`src/vpart_map_params.svh`:
```
// constants for the virtual partition map register block
`ifndef VPART_MAP_PARAMS_SVH
`define VPART_MAP_PARAMS_SVH
`define SYS_OP0            2'h3
`define SYS_OP1            3'h4
`define SYS_CRN            4'ha
`define SYS_CRM            4'h6
`define MAP4_OP2           3'h4
`define MAP5_OP2           3'h5
`define MAP4_REDIR_OFS     12'h960
`define MAP5_REDIR_OFS     12'h968
`define TRAP_CLASS         6'h18
`define MAP4_MIN_INDEX     3'h3
`define MAP5_MIN_INDEX     3'h4
`define MAP4_FIRST_VPART   5'h10
`define MAP5_FIRST_VPART   5'h14
`define ENTRY_W            16
`endif

```
`src/vpart_map_pkg.sv`:
```
// types for the virtual partition map register block
package vpart_map_pkg;
    typedef enum logic [2:0]
    {
        RES_NONE   = 3'b000,
        RES_DONE   = 3'b001,
        RES_UNDEF  = 3'b010,
        RES_TRAP2  = 3'b011,
        RES_TRAP3  = 3'b100,
        RES_REDIR  = 3'b101
    } result_t;
endpackage

```
`src/virtual_partition_map_regs.sv`:
```
// mapping registers 4 and 5: access decode, storage and translation lookup
// Functional notes
// - decode register 4 from op0 3, op1 4, CRn 10, CRm 6, op2 4
// - any access from exception level 0 is undefined
// - at EL1 with EL2 on and both nested bits set, redirect to 0x960, or 0x968 for register 5
// - EL1 nested-only access traps class 0x18, to EL3 or EL2
// - at EL2, trap to EL3 if present and trap-lower set, else access
// - at EL3 always access a present register directly
// - register 5 holds virtual partitions 20 to 23
// - entry n+3 in bits 63:48 down to entry n in bits 15:0
// - id field gives highest map index, at most 7
// - kernel and user identifiers translate only under their own enable
// - an entry is used only while its valid bit is set
// - register 5 exists only with hyp control and index above 4
// - mapping is ignored while EL2 is not enabled
// - entries hold no reset value; software writes them first
// - each map register is one 64-bit word of four entries
// - register 4 holds virtual partitions 16 to 19
// ****************************************
// usage notes
// ****************************************
// one access is taken on each rising edge that sees acc_valid high
// with an encoding that selects register 4 or register 5
// any other encoding is simply ignored and gives no response pulse
// the answer stands for exactly one cycle, one edge after the request
// a direct write is visible to a read issued on the very next edge
// redirected and trapped writes leave the stored words untouched,
// because the real store for a redirect lives in memory, not here
// the presence test comes first, so an absent register is always
// undefined whatever the exception level of the request
// the trap routing only names a target level; taking the exception
// and building the full syndrome is left to the core around us
// lookups cover virtual partitions 16 to 23 only; callers must route
// lower and higher identifiers to the blocks that own those words
// a lookup also needs its register to be implemented, so the index
// field must reach the register number of the requested entry
// a miss returns an all-zero entry so that a stray value from an
// unloaded word never leaks out while the hit flag is low
// storage has no reset on purpose: it saves area, and the mapping
// is meaningless until software has loaded and enabled it anyway
// hazard: enabling translation before writing the words returns
// unknown physical identifiers, which simulation shows as x
// the response outputs do reset, so a checker never sees x pulses
// every output is a flip-flop, trading one cycle of latency for
// clean timing into the core's exception and memory paths
`include "vpart_map_params.svh"
module virtual_partition_map_regs
(
    input  wire logic        clk,
    input  wire logic        rst_b,
    input  wire logic        acc_valid,
    input  wire logic        acc_write,
    input  wire logic [1:0]  acc_op0,
    input  wire logic [2:0]  acc_op1,
    input  wire logic [3:0]  acc_crn,
    input  wire logic [3:0]  acc_crm,
    input  wire logic [2:0]  acc_op2,
    input  wire logic [63:0] acc_wdata,
    input  wire logic [1:0]  cur_el,
    input  wire logic        el2_enabled,
    input  wire logic        el3_present,
    input  wire logic        nested_virt_enable,
    input  wire logic        nested_virt_redirect,
    input  wire logic        trap_lower_levels,
    input  wire logic        hyp_control_present,
    input  wire logic [2:0]  highest_map_register_index,
    input  wire logic        kernel_map_enable,
    input  wire logic        user_map_enable,
    input  wire logic [31:0] entry_valid_bits,
    input  wire logic        lookup_valid,
    input  wire logic        lookup_kernel,
    input  wire logic [4:0]  lookup_vpart,
    output logic             resp_valid,
    output vpart_map_pkg::result_t resp_result,
    output logic [63:0]      resp_rdata,
    output logic [11:0]      redirect_offset,
    output logic [5:0]       trap_class,
    output logic             map_hit,
    output logic [15:0]      physical_partition_entry
);
    // ****************************************
    // access decode and routing
    // ****************************************
    logic                   sel4;
    logic                   sel5;
    logic                   present;
    vpart_map_pkg::result_t res;
    logic [11:0]            ofs;
    logic [63:0]            map4_q;
    logic [63:0]            map4_d;
    logic [63:0]            map5_q;
    logic [63:0]            map5_d;
    logic                   resp_valid_d;
    logic [63:0]            rdata_d;
    logic                   hit_d;
    logic [15:0]            entry_d;
    logic [63:0]            word;
    logic                   in_range;

    // both registers share all fields except op2
    always_comb
    begin
        sel4 = acc_op0 == `SYS_OP0 && acc_op1 == `SYS_OP1
            && acc_crn == `SYS_CRN && acc_crm == `SYS_CRM
            && acc_op2 == `MAP4_OP2;
        sel5 = acc_op0 == `SYS_OP0 && acc_op1 == `SYS_OP1
            && acc_crn == `SYS_CRN && acc_crm == `SYS_CRM
            && acc_op2 == `MAP5_OP2;
        present = hyp_control_present && (sel4 ?
            highest_map_register_index > `MAP4_MIN_INDEX :
            highest_map_register_index > `MAP5_MIN_INDEX);
        ofs = sel5 ? `MAP5_REDIR_OFS : `MAP4_REDIR_OFS;
        res = vpart_map_pkg::RES_NONE;
        if (acc_valid && (sel4 || sel5))
        begin
            if (!present)
                res = vpart_map_pkg::RES_UNDEF;
            else
            begin
                case (cur_el)
                    2'h0: res = vpart_map_pkg::RES_UNDEF;
                    2'h1:
                    begin
                        if (el2_enabled && nested_virt_enable
                            && nested_virt_redirect)
                            res = vpart_map_pkg::RES_REDIR;
                        else if (el2_enabled && nested_virt_enable)
                            res = (el3_present && trap_lower_levels) ?
                                vpart_map_pkg::RES_TRAP3 :
                                vpart_map_pkg::RES_TRAP2;
                        else
                            res = vpart_map_pkg::RES_UNDEF;
                    end
                    2'h2: res = (el3_present && trap_lower_levels) ?
                        vpart_map_pkg::RES_TRAP3 :
                        vpart_map_pkg::RES_DONE;
                    2'h3: res = vpart_map_pkg::RES_DONE;
                    default: res = vpart_map_pkg::RES_UNDEF;
                endcase
            end
        end
    end

    // ****************************************
    // storage
    // ****************************************
    // writes land only on a direct access; redirected writes go to memory
    always_comb
    begin
        map4_d = map4_q;
        map5_d = map5_q;
        if (res == vpart_map_pkg::RES_DONE && acc_write)
        begin
            if (sel4)
                map4_d = acc_wdata;
            else
                map5_d = acc_wdata;
        end
        resp_valid_d = res != vpart_map_pkg::RES_NONE;
        rdata_d = 64'h0;
        if (res == vpart_map_pkg::RES_DONE && !acc_write)
            rdata_d = sel4 ? map4_q : map5_q;
    end

    // entries carry no reset: software must load them before enabling
    always_ff @(posedge clk)
    begin
        map4_q <= map4_d;
        map5_q <= map5_d;
    end

    // ****************************************
    // translation lookup
    // ****************************************
    // only virtual partitions 16 to 23 live here; others report a miss
    always_comb
    begin
        word = lookup_vpart[2] ? map5_q : map4_q;
        entry_d = word[lookup_vpart[1:0]*`ENTRY_W +: `ENTRY_W];
        in_range = lookup_vpart[4:3] == 2'h2;
        hit_d = lookup_valid && in_range && el2_enabled
            && hyp_control_present
            && highest_map_register_index >= lookup_vpart[4:2]
            && (lookup_kernel ? kernel_map_enable
                              : user_map_enable)
            && entry_valid_bits[lookup_vpart];
        if (!hit_d)
            entry_d = 16'h0;
    end

    // all outputs registered, one cycle after the request
    always_ff @(posedge clk or negedge rst_b)
    begin
        if (!rst_b)
        begin
            resp_valid               <= 1'b0;
            resp_result              <= vpart_map_pkg::RES_NONE;
            resp_rdata               <= 64'h0;
            redirect_offset          <= 12'h0;
            trap_class               <= 6'h0;
            map_hit                  <= 1'b0;
            physical_partition_entry <= 16'h0;
        end
        else
        begin
            resp_valid      <= resp_valid_d;
            resp_result     <= res;
            resp_rdata      <= rdata_d;
            redirect_offset <= (res == vpart_map_pkg::RES_REDIR) ?
                ofs : 12'h0;
            trap_class      <= (res == vpart_map_pkg::RES_TRAP2
                || res == vpart_map_pkg::RES_TRAP3) ?
                `TRAP_CLASS : 6'h0;
            map_hit                  <= hit_d;
            physical_partition_entry <= entry_d;
        end
    end
endmodule

```
`config.mk`:
```
export PLATFORM = sky130hd
export DESIGN_NAME = virtual_partition_map_regs
export DESIGN_NICKNAME = d
export VERILOG_FILES = /design/src/vpart_map_pkg.sv /design/src/virtual_partition_map_regs.sv
export VERILOG_INCLUDE_DIRS = /design/src
export SDC_FILE = /design/constraint.sdc
export NUM_CORES = 1
export LEC_CHECK = 0
export ABC_CLOCK_PERIOD_IN_PS = 1100
export BUFFER_PORTS_ARGS = -buffer_cell sky130_fd_sc_hd__buf_2
export CORE_ASPECT_RATIO = 0.9
export CORE_MARGIN = 2
export CORE_UTILIZATION = 48
export CTS_CLUSTER_DIAMETER = 100
export DETAILED_ROUTE_END_ITERATION = 6
export GPL_TIMING_DRIVEN = 0
export PLACE_DENSITY = 0.77
export SLEW_MARGIN = 10
export SYNTH_ARGS = -nofsm -noshare
export SYNTH_HDL_FRONTEND = slang
export SYNTH_SLANG_ARGS = --single-unit
```
`constraint.sdc`:
```
create_clock -name clk -period 1.1 [get_ports clk]
set_input_delay 0.33 -clock clk [delete_from_list [all_inputs] [get_ports clk]]
set_output_delay 0.33 -clock clk [all_outputs]
set_load 0.05 [all_outputs]
```
==> impl_metrics.toml <==
[synthesis]
synthArstFlopShare = 0.407
synth.distinct_cells = 37
synthesis.area_sq_um = 8950
post-synth-top-area-cell = "sky130_fd_sc_hd__edfxtp_1"
yosysMostFrequentCell = "sky130_fd_sc_hd__edfxtp_1"
avgSynthCellArea_sq_um = 14.8
synth_top_area_frac = 0.429
netlist_top_cells_area = "sky130_fd_sc_hd__edfxtp_1, sky130_fd_sc_hd__dfrtp_1, sky130_fd_sc_hd__mux4_2"
synth_edf_count = 128
synth-warning-count = 0
ys.flop_type = "sky130_fd_sc_hd__edfxtp_1"
number_of_storage_elements_in_the_synthesis_netlist = 216
synth_seq_area_share = 0.675
synth_common_cells = "sky130_fd_sc_hd__edfxtp_1, sky130_fd_sc_hd__dfrtp_1, sky130_fd_sc_hd__nand2_1"
netlist_instances = 604

[clocking]
worst_skew_late_latency_ps = 510
tritoncts.num_buffers = 23
cts_tree = "built"
cts.sink_count = 216
clock_tree.root_cell = "sky130_fd_sc_hd__clkbuf_16"
clk_transition_reported_paths_ps = 60
htree_levels = 1
clockBufferDepth = 3

[placement]
io_buffers = 201
dp.final_hpwl_microns = 17400
gpl.final_weighted_congestion = 0.850

[timing]
final-hold-violation-count = 0
timing.final.setup_violations = 307
finalSetupTns_ps = -175500
final_skew_ps = 13.2
report.final.slew_viol_count = 0
achievable-frequency_mhz = 520
min_period_ps = 1920
grt_setup_unrepaired = "true"
worst_slew_pin_slew_ps = 589
post-route-period-util = 1.75
setup_ws_ps = -824
timing.max_slew.rel_slack = 0.607

[power_and_ir_drop]
power_total_w = 0.0172
power_leakage_nw = 5.42
worst_ir_drop_vdd_mv = 1.13
power-per-cell-area_nw_per_um2 = 1290

[setup_path]
rr_worst_depth = 3
worstSetupStartpointType = "input port"
critical_path.startpoint = "acc_crm[0]"
crit_path_end_kind = "flip-flop"
timing.rr.end = "physical_partition_entry[1]$_DFF_PN0_"
r2r_slack_ps = -180
critical_path.reg2reg.startpoint = "map5_q[49]$_DFFE_PP_"
cp.arrival_ps = 2350
timing_worst_setup_path_type = "in2reg"
cp_max_fo = 9
required_time_reported_for_the_critical_path_endpoint_ps = 1520

[cells_and_area]
final_layout_size_suffix_gt1_frac = 0.530
multiInputGateArea_sq_um = 2940
seq_area_sq_um = 6050
area.growth.synth_to_final_pct = 49.1
fillCellCount = 1085
num-nets-final = 1062

[routing]
dr.first_iter.drc_count = 551
antenna_violating_nets_post_route = 0
dr_drc_count = 0
routed_via_density = 5.67
drt_first_pass_iters = 5
final_routed_wirelength_microns = 27900
dr_total_vias = 6729
drt-wirelength-per-cell_microns = 23.5

[grt]
gr-usage-all-layers = 0.270
grt_pass1_vias = 6925
global_route.overflow_total = 0
grt_pass1_wl_microns = 39800
grt_max_degree = 55
number_of_antenna_violations_at_the_first_check_in_global_routing = 1

[min_path]
hold_class = "in2reg"
whs_endpoint = "map5_q[50]$_DFFE_PP_"
min_path_cells = 1
min-delay-start = "acc_wdata[50]"

[floorplanning]
die_x_microns = 148
pin_count = 239
coreArea_sq_um = 18300
rows = 47
design.die.area_sq_um = 19800
die-height_microns = 134
floorplan.initialDensity = 0.488

[outcome]
outcome = "finished, violations left"
violations_in_the_final_reports = "negative setup slack"

[job]
drv.max_cap_violation_count = 0
## critical path, cell delays in order
cell,delay (ps)
sky130_fd_sc_hd__buf_6,90
sky130_fd_sc_hd__nand4bb_1,200
sky130_fd_sc_hd__or4_4,600
sky130_fd_sc_hd__buf_6,150
sky130_fd_sc_hd__or4_4,500
sky130_fd_sc_hd__buf_12,170
sky130_fd_sc_hd__buf_4,160
sky130_fd_sc_hd__a21oi_1,140
## repair_timing
item	in CTS	in global routing
endpoints found under the hold margin	57	1
cloned	7	3
setup buffers	38	18
gates resized for setup	273	76
pin swaps	14	13
setup endpoints to repair	307	361
hold buffers	13	1
## cells by family (layout without fill, tap and decap cells)
logic type      count (synthesis)  count (layout)  share of synthesized area
flops                         216             216                      0.675
buf+inv                        60             386                     0.0407
compound gates                 92              92                     0.0817
simple gates                  195             195                      0.109
other cells                     1              12                   0.000419
fa+ha+maj                       3               3                    0.00419
mux                            37              37                     0.0890
## report_power, final
part / switching (W) / internal, W / leakage, nW
combinational: 0.000715 / 0.000553 / 2.69
sequential: 0.000000950 / 0.00860 / 2.38
clock: 0.00314 / 0.00417 / 0.356
## how the worst max path moves through the flow
| stage | to | slack, ps | cells past startpoint |
|---|---|---|---|
| global placement | map5_q[16]$_DFFE_PP_ | -3310 | 7 |
| finish | resp_rdata[2]$_DFF_PN0_ | -820 | 8 |
| detailed placement | map4_q[14]$_DFFE_PP_ | -1940 | 10 |
| global route | resp_rdata[42]$_DFF_PN0_ | -850 | 8 |
| floorplan | map4_q[0]$_DFFE_PP_ | -2120 | 5 |
| CTS | map5_q[48]$_DFFE_PP_ | -860 | 9 |
## metal layers
metal | track usage | wire (microns)
met3 | 0.0517 | 2200
met1 | 0.342 | 10400
met5 | 0 | 0
met4 | 0.0968 | 1010
met2 | 0.468 | 14300
## through the flow
step           area [sq um]  instances   util  hold slack, ps  setup WS, ps
3_3_place_gp          10400       1060  0.568             518         -3310
6_report              13400       1186  0.728            9.99          -824
3_5_place_dp          10600       1070  0.578             330         -1940
2_1_floorplan          9110        614      -            34.4         -2120
4_1_cts               12900       1169  0.703            1.05          -865
5_1_grt               13400       1185  0.728            1.10          -850
## flip-flops by register name, summed over array words and instances, names as in the netlist
signal and flops:
physical_partition_entry 16, trap_class 1, resp_valid 1, map_hit 1
resp_result 3, map4_q 64, resp_rdata 64, redirect_offset 2
map5_q 64
## area by class of cell
type                            count  share of cell area
Multi-Input combinational cell    338               0.220
Inverter                            5             0.00159
Clock buffer                       27              0.0450
Buffer                             54              0.0377
Tap cell                          245              0.0230
Clock inverter                     15             0.00853
Sequential cell                   216               0.453
Timing Repair Buffer              285               0.211
Antenna cell                        1            0.000187
## cell usage in the layout (no fill, tap or decap), types with 3 or more instances in the layout
cell and instances:
sky130_fd_sc_hd__a211oi_2 7, sky130_fd_sc_hd__a21oi_1 4, sky130_fd_sc_hd__a21oi_2 56, sky130_fd_sc_hd__a21oi_4 13, sky130_fd_sc_hd__buf_1 4, sky130_fd_sc_hd__buf_12 19, sky130_fd_sc_hd__buf_16 8, sky130_fd_sc_hd__buf_2 102
sky130_fd_sc_hd__buf_4 34, sky130_fd_sc_hd__buf_6 117, sky130_fd_sc_hd__buf_8 15, sky130_fd_sc_hd__clkbuf_1 10, sky130_fd_sc_hd__clkbuf_16 30, sky130_fd_sc_hd__clkbuf_2 12, sky130_fd_sc_hd__clkinv_2 9, sky130_fd_sc_hd__conb_1 11
sky130_fd_sc_hd__dfrtp_1 86, sky130_fd_sc_hd__dlygate4sd3_1 14, sky130_fd_sc_hd__edfxtp_1 128, sky130_fd_sc_hd__ha_1 3, sky130_fd_sc_hd__inv_1 3, sky130_fd_sc_hd__mux4_2 34, sky130_fd_sc_hd__nand2_1 79, sky130_fd_sc_hd__nand2_2 7
sky130_fd_sc_hd__nand2b_1 14, sky130_fd_sc_hd__nand3_1 66, sky130_fd_sc_hd__nand4b_1 3, sky130_fd_sc_hd__nand4bb_1 4, sky130_fd_sc_hd__or4_4 3
Note: power is estimated with default switching activity, not from simulation.
